===== src/pkg/occ_pkg.sv =====
package occ_pkg;

   // ****************************************************
   // register map
   // ****************************************************
   localparam logic [3:0] ADDR_OSC_CONTROL  = 4'h0;
   localparam logic [3:0] ADDR_CLK_DIVIDER  = 4'h1;
   localparam logic [3:0] ADDR_FRC_TUNE     = 4'h2;
   localparam logic [3:0] ADDR_DCO_TRIM     = 4'h3;
   localparam logic [3:0] ADDR_DCO_CONTROL  = 4'h4;
   localparam logic [3:0] ADDR_OUT_DIVISOR  = 4'h5;
   localparam logic [3:0] ADDR_STATUS       = 4'h6;

   // ****************************************************
   // field positions
   // ****************************************************
   localparam int POS_SWITCH_REQ    = 0;
   localparam int POS_SOSC_EN       = 1;
   localparam int POS_POSC_KEEP     = 2;
   localparam int POS_CLK_FAIL      = 3;
   localparam int POS_PLL_SETTLED   = 5;
   localparam int POS_PIN_LOCK      = 6;
   localparam int POS_NEXT_OSC      = 8;
   localparam int POS_CUR_OSC       = 12;
   localparam int POS_PLL_FORCE     = 5;
   localparam int POS_POSTSCALE     = 6;
   localparam int POS_DIV_SOURCE    = 8;
   localparam int POS_RATIO_EN      = 11;
   localparam int POS_RATIO_SEL     = 12;
   localparam int POS_RECOVER       = 15;
   localparam int POS_RANGE_POL     = 8;
   localparam int POS_OUT_RANGE     = 9;
   localparam int POS_TOL_POL       = 10;
   localparam int POS_IN_TOL        = 11;
   localparam int POS_REF_SEL       = 12;
   localparam int POS_IDLE_STOP     = 13;
   localparam int POS_TUNE_EN       = 15;
   localparam int POS_DCO_FSEL      = 8;
   localparam int POS_DCO_KEEP      = 13;

   // ****************************************************
   // reset values and codes
   // ****************************************************
   localparam logic [2:0]  RST_RATIO_SEL  = 3'h3;
   localparam logic        RST_REF_SEL    = 1'h1;
   localparam logic [3:0]  RST_DCO_FSEL   = 4'h7;
   localparam logic [14:0] RST_DIVISOR    = 15'h0001;
   localparam logic [2:0]  OSC_FRC_PLL    = 3'h1;
   localparam logic [2:0]  OSC_POSC_PLL   = 3'h3;
   localparam logic [2:0]  DIV_SRC_RSVD   = 3'h7;
   localparam logic [3:0]  SETTLE_CYCLES  = 4'ha;
   localparam logic [15:0] UNMAPPED_READ  = 16'h0000;

   // ****************************************************
   // types
   // ****************************************************
   typedef enum logic [1:0] {
      OCC_IDLE   = 2'b00,
      OCC_WAIT   = 2'b01,
      OCC_SETTLE = 2'b10
   } occ_sw_t;

   typedef struct packed {
      logic [3:0]  addr;
      logic [15:0] wdata;
      logic        wr;
      logic        rd;
   } occ_bus_t;

   typedef struct packed {
      logic        posc_run;
      logic        dco_run;
      logic        sosc_run;
      logic        pll_run;
      logic        doze_active;
      logic [2:0]  doze_ratio;
      logic [2:0]  div_source;
      logic [1:0]  postscale;
      logic [5:0]  frc_trim;
      logic [5:0]  dco_trim;
      logic [3:0]  dco_fsel;
      logic [14:0] divisor;
      logic [2:0]  cur_osc;
      logic        tol_irq;
      logic        range_irq;
   } occ_ctl_t;

endpackage


===== src/verilog/occ_top.sv =====
// Local design decisions: the strobed register port and the register addresses.
`timescale 1ns/1ps
module occ_top
   import occ_pkg::*;
(
   // clock and reset
   input  wire logic              i_clock,
   input  wire logic              i_reset,
   // register port
   input  wire occ_pkg::occ_bus_t i_bus,
   output logic [15:0]            o_rdata,
   // oscillator status and events
   input  wire logic              i_fail_detect,
   input  wire logic              i_new_src_ready,
   input  wire logic              i_new_src_tick,
   input  wire logic              i_pll_lock,
   input  wire logic              i_unlocked,
   input  wire logic              i_lock_one_shot,
   input  wire logic [2:0]        i_initial_osc_config,
   input  wire logic              i_irq,
   input  wire logic              i_sleep,
   input  wire logic              i_idle,
   // self-tune measurement
   input  wire logic              i_tune_in_tol,
   input  wire logic              i_tune_out_range,
   input  wire logic              i_tune_up,
   input  wire logic              i_tune_down,
   // control outputs
   output occ_pkg::occ_ctl_t      o_ctl
);
   import occ_pkg::*;

   // ****************************************************
   // state
   // ****************************************************
   typedef struct packed {
      occ_sw_t     sw;
      logic [3:0]  cnt;
      logic        started;
      logic        switch_req;
      logic        sosc_en;
      logic        posc_keep;
      logic        clk_fail;
      logic        pll_settled;
      logic        pin_lock;
      logic [2:0]  next_osc;
      logic [2:0]  cur_osc;
      logic        recover;
      logic [2:0]  ratio_sel;
      logic        ratio_en;
      logic [2:0]  div_src;
      logic [1:0]  postscale;
      logic        pll_force;
      logic        tune_en;
      logic        idle_stop;
      logic        ref_sel;
      logic        in_tol;
      logic        tol_pol;
      logic        out_range;
      logic        range_pol;
      logic [5:0]  frc_trim;
      logic [5:0]  dco_trim;
      logic        dco_keep;
      logic [3:0]  dco_fsel;
      logic [14:0] divisor;
      logic [15:0] rdata;
      occ_ctl_t    ctl;
   } occ_state_t;

   occ_state_t st;
   occ_state_t next_st;

   logic       wr_osc;
   logic       tune_active;
   logic [5:0] trim_step;

   assign wr_osc = i_bus.wr && (i_bus.addr == ADDR_OSC_CONTROL);
   // tuner freezes in idle when asked, and never steps out of range
   assign tune_active = st.tune_en && !(st.idle_stop && i_idle)
                        && !st.out_range;
   assign trim_step = i_tune_up ? 6'h01 : 6'h3f;

   // ****************************************************
   // next state
   // ****************************************************
   always_comb begin
      next_st = st;
      // first cycle after reset latches the configured start oscillator
      if (!st.started) begin
         next_st.started = 1'b1;
         next_st.cur_osc = i_initial_osc_config;
         next_st.next_osc = i_initial_osc_config;
      end

      // register writes
      if (i_bus.wr) begin
         case (i_bus.addr)
            ADDR_OSC_CONTROL: begin
               next_st.next_osc = i_bus.wdata[POS_NEXT_OSC +: 3];
               next_st.posc_keep = i_bus.wdata[POS_POSC_KEEP];
               next_st.sosc_en = i_bus.wdata[POS_SOSC_EN];
               if (i_bus.wdata[POS_SWITCH_REQ]) begin
                  next_st.switch_req = 1'b1;
               end
               if (i_unlocked && !(i_lock_one_shot && st.pin_lock)) begin
                  next_st.pin_lock = i_bus.wdata[POS_PIN_LOCK];
               end
               // fail flag is clear-only from software
               if (!i_bus.wdata[POS_CLK_FAIL]) begin
                  next_st.clk_fail = 1'b0;
               end
            end
            ADDR_CLK_DIVIDER: begin
               next_st.recover = i_bus.wdata[POS_RECOVER];
               next_st.ratio_sel = i_bus.wdata[POS_RATIO_SEL +: 3];
               next_st.ratio_en = i_bus.wdata[POS_RATIO_EN];
               next_st.div_src = i_bus.wdata[POS_DIV_SOURCE +: 3];
               next_st.postscale = i_bus.wdata[POS_POSTSCALE +: 2];
               next_st.pll_force = i_bus.wdata[POS_PLL_FORCE];
            end
            ADDR_FRC_TUNE: begin
               next_st.tune_en = i_bus.wdata[POS_TUNE_EN];
               next_st.idle_stop = i_bus.wdata[POS_IDLE_STOP];
               next_st.ref_sel = i_bus.wdata[POS_REF_SEL];
               next_st.tol_pol = i_bus.wdata[POS_TOL_POL];
               next_st.range_pol = i_bus.wdata[POS_RANGE_POL];
               if (!st.tune_en) begin
                  next_st.frc_trim = i_bus.wdata[5:0];
               end
            end
            ADDR_DCO_TRIM: begin
               next_st.dco_trim = i_bus.wdata[5:0];
            end
            ADDR_DCO_CONTROL: begin
               next_st.dco_keep = i_bus.wdata[POS_DCO_KEEP];
               next_st.dco_fsel = i_bus.wdata[POS_DCO_FSEL +: 4];
            end
            ADDR_OUT_DIVISOR: begin
               next_st.divisor = i_bus.wdata[14:0];
            end
            default: begin
            end
         endcase
      end

      // a reserved divider source is refused, keeping the old one
      if (i_bus.wr && i_bus.addr == ADDR_CLK_DIVIDER &&
          i_bus.wdata[POS_DIV_SOURCE +: 3] == DIV_SRC_RSVD) begin
         next_st.div_src = st.div_src;
      end

      // interrupt recovery wins over a same-cycle write
      if (st.recover && i_irq) begin
         next_st.ratio_en = 1'b0;
      end

      // self-tune status and hardware trim
      next_st.in_tol = st.tune_en && i_tune_in_tol;
      next_st.out_range = st.tune_en && i_tune_out_range;
      if (tune_active && (i_tune_up ^ i_tune_down)) begin
         next_st.frc_trim = st.frc_trim + trim_step;
      end

      // pll settled follows lock only in a pll mode
      next_st.pll_settled = i_pll_lock &&
         (st.cur_osc == OSC_FRC_PLL || st.cur_osc == OSC_POSC_PLL);

      // switch sequencer
      case (st.sw)
         OCC_IDLE: begin
            if (st.switch_req) begin
               if (st.next_osc == st.cur_osc) begin
                  next_st.switch_req = 1'b0;
               end else begin
                  next_st.sw = OCC_WAIT;
                  next_st.pll_settled = 1'b0;
                  next_st.clk_fail = 1'b0;
               end
            end
         end
         OCC_WAIT: begin
            next_st.pll_settled = 1'b0;
            next_st.cnt = 4'h0;
            if (i_new_src_ready) begin
               next_st.sw = OCC_SETTLE;
            end
         end
         OCC_SETTLE: begin
            next_st.pll_settled = 1'b0;
            if (i_new_src_tick) begin
               next_st.cnt = st.cnt + 4'h1;
               if (st.cnt == SETTLE_CYCLES - 4'h1) begin
                  next_st.sw = OCC_IDLE;
                  next_st.cur_osc = st.next_osc;
                  next_st.switch_req = 1'b0;
               end
            end
         end
         default: begin
            next_st.sw = OCC_IDLE;
         end
      endcase

      // failure set wins over software clear
      if (i_fail_detect) begin
         next_st.clk_fail = 1'b1;
      end

      // read data, one cycle after the strobe
      next_st.rdata = 16'h0000;
      if (i_bus.rd) begin
         case (i_bus.addr)
            ADDR_OSC_CONTROL: begin
               next_st.rdata[POS_CUR_OSC +: 3] = st.cur_osc;
               next_st.rdata[POS_NEXT_OSC +: 3] = st.next_osc;
               next_st.rdata[POS_PIN_LOCK] = st.pin_lock;
               next_st.rdata[POS_PLL_SETTLED] = st.pll_settled;
               next_st.rdata[POS_CLK_FAIL] = st.clk_fail;
               next_st.rdata[POS_POSC_KEEP] = st.posc_keep;
               next_st.rdata[POS_SOSC_EN] = st.sosc_en;
               next_st.rdata[POS_SWITCH_REQ] = st.switch_req;
            end
            ADDR_CLK_DIVIDER: begin
               next_st.rdata[POS_RECOVER] = st.recover;
               next_st.rdata[POS_RATIO_SEL +: 3] = st.ratio_sel;
               next_st.rdata[POS_RATIO_EN] = st.ratio_en;
               next_st.rdata[POS_DIV_SOURCE +: 3] = st.div_src;
               next_st.rdata[POS_POSTSCALE +: 2] = st.postscale;
               next_st.rdata[POS_PLL_FORCE] = st.pll_force;
            end
            ADDR_FRC_TUNE: begin
               next_st.rdata[POS_TUNE_EN] = st.tune_en;
               next_st.rdata[POS_IDLE_STOP] = st.idle_stop;
               next_st.rdata[POS_REF_SEL] = st.ref_sel;
               next_st.rdata[POS_IN_TOL] = st.in_tol;
               next_st.rdata[POS_TOL_POL] = st.tol_pol;
               next_st.rdata[POS_OUT_RANGE] = st.out_range;
               next_st.rdata[POS_RANGE_POL] = st.range_pol;
               next_st.rdata[5:0] = st.frc_trim;
            end
            ADDR_DCO_TRIM: begin
               next_st.rdata[5:0] = st.dco_trim;
            end
            ADDR_DCO_CONTROL: begin
               next_st.rdata[POS_DCO_KEEP] = st.dco_keep;
               next_st.rdata[POS_DCO_FSEL +: 4] = st.dco_fsel;
            end
            ADDR_OUT_DIVISOR: begin
               next_st.rdata[14:0] = st.divisor;
            end
            ADDR_STATUS: begin
               next_st.rdata[1:0] = st.sw;
            end
            default: begin
               next_st.rdata = UNMAPPED_READ;
            end
         endcase
      end

      // control outputs, all registered
      next_st.ctl.posc_run = !i_sleep || st.posc_keep;
      next_st.ctl.dco_run = !i_sleep || st.dco_keep;
      next_st.ctl.sosc_run = st.sosc_en;
      next_st.ctl.pll_run = st.pll_force ||
         st.cur_osc == OSC_FRC_PLL || st.cur_osc == OSC_POSC_PLL;
      next_st.ctl.doze_active = st.ratio_en;
      next_st.ctl.doze_ratio = st.ratio_en ? st.ratio_sel : 3'h0;
      next_st.ctl.div_source = st.div_src;
      // usb-enabled restriction on postscale is software's duty
      next_st.ctl.postscale = st.postscale;
      next_st.ctl.frc_trim = st.frc_trim;
      next_st.ctl.dco_trim = st.dco_trim;
      next_st.ctl.dco_fsel = st.dco_fsel;
      next_st.ctl.divisor = st.divisor;
      next_st.ctl.cur_osc = st.cur_osc;
      next_st.ctl.tol_irq = st.tune_en && (st.in_tol ^ st.tol_pol);
      next_st.ctl.range_irq = st.tune_en &&
                              (st.out_range ^ st.range_pol);
   end

   // ****************************************************
   // registers
   // ****************************************************
   always_ff @(posedge i_clock) begin
      if (i_reset) begin
         st <= '0;
         st.ratio_sel <= RST_RATIO_SEL;
         st.ref_sel <= RST_REF_SEL;
         st.dco_fsel <= RST_DCO_FSEL;
         st.divisor <= RST_DIVISOR;
         st.ctl.doze_ratio <= 3'h0;
         st.ctl.dco_fsel <= RST_DCO_FSEL;
         st.ctl.divisor <= RST_DIVISOR;
      end else begin
         st <= next_st;
      end
   end

   assign o_rdata = st.rdata;
   assign o_ctl = st.ctl;

   // ****************************************************
   // checks
   // ****************************************************
   AST_FAIL_SET: assert property (@(posedge i_clock) disable iff (i_reset)
      i_fail_detect |=> st.clk_fail)
      else $error("fail flag not set");
   AST_POSC_SLEEP: assert property (@(posedge i_clock) disable iff (i_reset)
      (i_sleep && !st.posc_keep) |=> !o_ctl.posc_run)
      else $error("primary ran in sleep");
   AST_SWITCH_DONE: assert property (@(posedge i_clock) disable iff (i_reset)
      (st.sw == OCC_SETTLE && i_new_src_tick && st.cnt == 4'h9)
      |=> (!st.switch_req && st.cur_osc == $past(st.next_osc)))
      else $error("switch did not complete");
   AST_PLL_CLEAR: assert property (@(posedge i_clock) disable iff (i_reset)
      (st.sw != OCC_IDLE) |=> !st.pll_settled)
      else $error("pll flag during switch");
   AST_ONE_SHOT: assert property (@(posedge i_clock) disable iff (i_reset)
      (i_lock_one_shot && st.pin_lock) |=> st.pin_lock)
      else $error("one-shot lock cleared");
   AST_RECOVER: assert property (@(posedge i_clock) disable iff (i_reset)
      (st.recover && i_irq) |=> !st.ratio_en ##1 !o_ctl.doze_active)
      else $error("recover on irq failed");
   AST_TRIM_HOLD: assert property (@(posedge i_clock) disable iff (i_reset)
      (st.tune_en && !(i_tune_up ^ i_tune_down))
      |=> $stable(st.frc_trim))
      else $error("trim moved without tuner");
   AST_RANGE_HOLD: assert property (@(posedge i_clock) disable iff (i_reset)
      st.out_range |=> $stable(st.frc_trim) || !$past(st.tune_en))
      else $error("trim moved out of range");
   AST_PLL_RUN: assert property (@(posedge i_clock) disable iff (i_reset)
      st.pll_force |=> o_ctl.pll_run)
      else $error("forced pll not running");
   COV_SWITCH: cover property (@(posedge i_clock) disable iff (i_reset)
      st.sw == OCC_SETTLE ##1 st.sw == OCC_IDLE);
   COV_RECOVER: cover property (@(posedge i_clock) disable iff (i_reset)
      st.recover && i_irq && st.ratio_en);
   COV_TUNE: cover property (@(posedge i_clock) disable iff (i_reset)
      tune_active && i_tune_up);
endmodule


===== config.mk =====
export PLATFORM = sky130hd
export DESIGN_NAME = occ_top
export DESIGN_NICKNAME = d
export VERILOG_FILES = /design/src/pkg/occ_pkg.sv /design/src/verilog/occ_top.sv
export SDC_FILE = /design/constraint.sdc
export NUM_CORES = 1
export LEC_CHECK = 0
export ABC_AREA = 1
export BUFFER_PORTS_ARGS = -buffer_cell sky130_fd_sc_hd__buf_2
export CORE_MARGIN = 2
export CORE_UTILIZATION = 50
export DETAILED_ROUTE_END_ITERATION = 16
export MAX_ROUTING_LAYER = met4
export PLACE_DENSITY = 0.87
export SYNTH_ARGS = -nofsm -noshare
export SYNTH_HDL_FRONTEND = slang
export SYNTH_SLANG_ARGS = --single-unit

===== constraint.sdc =====
create_clock -name i_clock -period 1.4 [get_ports i_clock]
set_input_delay 0.28 -clock i_clock [delete_from_list [all_inputs] [get_ports i_clock]]
set_output_delay 0.28 -clock i_clock [all_outputs]
set_load 0.02 [all_outputs]

==> impl_metrics.yaml <==
cts:
  ctsResizeCount: 0
  post_cts.repair.setup_buffers: 0
  path_clk_slew_ns: 0.06
  tritoncts: "built"
  cts_buffers: 17
  clkLatencyLatePin_ns: 0.42
  cts_sinks: 134
  htreeDepth: 4
  clockBufferDepth: 2
  hold_buffers: 0
  cts_root_buf: "clkbuf_16"
placed_design:
  dp_slack_ns: -0.114
  place_congestion: 0.924
  port-buffer-count: 104
  place_area_mm2: 0.00602
  hpwl_um: 9750
min_path:
  min_to: "o_ctl[47]$_SDFF_PP0_"
  min_from: "i_sleep"
  hp-class: "input pin to flip-flop"
  hold_depth: 2
status:
  status: "completed"
yosys:
  yosysWarnings: 0
  ys.flop_type: "dfxtp_1"
  synth_edf_count: 0
  synth_cell_types: 37
  avgSynthCellArea_um2: 7.96
  syn-cell-area_mm2: 0.00565
  postSynthNetCount: 757
  synth_cells: 710
  ys_seq_area_share_pct: 47.5
  netlist_top_cells_area: "dfxtp_1, buf_4, inv_1"
  synth_area_leader_cell: "dfxtp_1"
  post-synth-top-area-fraction_pct: 47.5
  synth_commonest_cells: "dfxtp_1, inv_1, nor2_1, nand2_1, buf_4"
  ys_async_sr_fraction_pct: 0
  synth_most_common_cell: "dfxtp_1"
  synth-seq-cells: 134
critical_path:
  path_class: "flip-flop to flip-flop"
  cp.required_ns: 1.71
  rr_endpoint: "st[131]$_SDFFE_PP0P_"
  cp-end-kind: "flip-flop"
  critical_path.max_stage_delay_ns: 0.37
  crit_path_top_delay_cell: "dfxtp_1"
  rr_startpoint: "st[133]$_SDFFE_PP0P_"
  start_kind: "flip-flop"
  r2r_setup_slack_ns: 0.12
  crit_buf_inv: 1
  critPathMaxFanout: 4
  crit_chain: "inv_1 -> nor2_1 -> nand2_1 -> a21oi_1 -> nand2_1 -> o21ai_0 -> nor2_1"
  arrival_ns: 1.59
  r2r_cells: 7
  cp_top_family: "simple AND/OR/NAND/NOR gates"
cells_and_area:
  nNetsFinal: 826
  diodes: 0
  drive_above_1_share_pct: 25.1
  fin_area_mm2: 0.00666
  syn2layout_area_growth_pct: 17.8
timing:
  tightest_slew_ns: 0.360
  max_freq_mhz: 779
  setup_viol: 0
  hold_viol: 0
  post-route-period-util_pct: 91.7
  finClkSkew_ns: 0.00903
  setup_slack_ns: 0.116
  final-max-slew-violation-count: 0
  finalSetupTns_ns: 0
  post-route-min-period_ns: 1.28
  maxSlewHeadroom_pct: 75.9
die:
  core-area_mm2: 0.0109
  rows: 38
  fp.dieW_um: 110
  initial_core_util_pct: 51.7
  ios: 105
  dieHeight_um: 110
  die-area_mm2: 0.0122
pwr:
  ir_worst_vdd_mv: 0.966
  power.density_mw_per_mm2: 1370
  p_leak_uw: 0.00306
route:
  wirelength_um: 14100
  via_count: 4891
  ant_nets: 0
  dr_wl_met3_um: 1340
  wl_met2_um: 6500
  routedWlPerCell_um: 15.1
  routed.top_layer: "met4"
  routed_via_density: 5.25
  drt_iter0_drc: 512
  m1WireLength_um: 5900
  drc: 0
  first_pass_iters: 5
grt:
  grt_max_degree: 42
  grt_pass1_vias: 4549
  grtUsageTotal_pct: 24.3
  globalRoute.totalOverflow: 0
  grt_pass1_wl_um: 21700
  antenna_found_initial: 0
flow_run:
  drv_cap: 0
==> state kept, by name, summed over array words and instances (netlist names) <==
register  cells
o_rdata      16
o_ctl        49
next_st      41
st           28
==> layout make-up <==
type	count	area, um2
clock buffer	21	470
clock inverter	11	148
fill	897	4280
inverter	101	384
multi-input combinational	389	1990
sequential	134	2690
tap	140	175
timing repair buffer	136	798
==> cells by family (layout without fill, tap and decap cells) <==
logic type	after synthesis	after routing	share of synthesized area, %
fa+ha+maj	7	7	1.68
compound gates	155	155	15.2
simple gates	223	223	17.6
xor+xnor	4	4	0.620
buf+inv	187	269	17.4
flops	134	134	47.5
==> worst max path at each step <==
| stage | cells past startpoint | slack, ns | to | startpoint |
|---|---|---|---|---|
| after floorplan | 9 | 0.08 | next_st[34]$_SDFFE_PP0P_ | i_tune_up |
| after global placement | 10 | -0.07 | next_st[34]$_SDFFE_PP0P_ | i_tune_up |
| after detailed placement | 10 | -0.11 | next_st[34]$_SDFFE_PP0P_ | i_tune_up |
| after CTS | 8 | 0.06 | next_st[34]$_SDFFE_PP0P_ | next_st[31]$_SDFFE_PP0P_ |
| after global routing | 7 | -0.0008 | next_st[30]$_SDFFE_PP0P_ | st[102]$_SDFFE_PP0P_ |
| final | 7 | 0.12 | st[131]$_SDFFE_PP0P_ | st[133]$_SDFFE_PP0P_ |
==> layer usage <==
| layer | vias up | GRT usage (%) |
|---|---|---|
| met4 | 0 | 9.11 |
| li1 | 2345 | - |
| met2 | 274 | 37.7 |
| met3 | 37 | 7.23 |
| met1 | 2235 | 29.9 |
| met5 | - | - |
==> worst reg2reg max path, cell delays in order (launching register included) <==
cell and delay [ns]:
dfxtp_1 0.37, inv_1 0.07, nor2_1 0.13, nand2_1 0.12
a21oi_1 0.19, nand2_1 0.09, o21ai_0 0.14, nor2_1 0.06
==> layout by cell type, fill, tap and decap left out, types with 4 or more instances in the layout <==
cell       count
buf_4         29
o22ai_1       16
nand3_1       24
nand2_2        6
a21oi_1       58
o211ai_1      11
o21ai_2        4
o21ai_0       52
nand4_1        4
ha_1           6
nor2_1        88
clkbuf_16     17
inv_1         96
a31oi_1        4
nand2_1       84
nor2_4         5
dfxtp_1      132
buf_2        104
o21ai_1        5
==> power breakdown <==
group          internal, uW  switching, uW  leakage [uW]
combinational           208            392       0.00167
sequential             3890           35.8       0.00109
clock                  2950           1670      0.000303
==> metrics by stage <==
| stage | util [%] | std cells | hold WS [ns] | total power (uW) |
|---|---|---|---|---|
| floorplan | - | 710 | 0.376 | 4370 |
| finish | 60.9 | 932 | 0.0609 | 9140 |
| detailed placement | 55.1 | 900 | 0.428 | 4580 |
| global placement | 55.1 | 900 | 0.430 | 4570 |
| CTS | 60.7 | 932 | 0.0479 | 9140 |
| global route | 60.9 | 932 | 0.0690 | 9400 |
(Power assumes the default switching activity.)
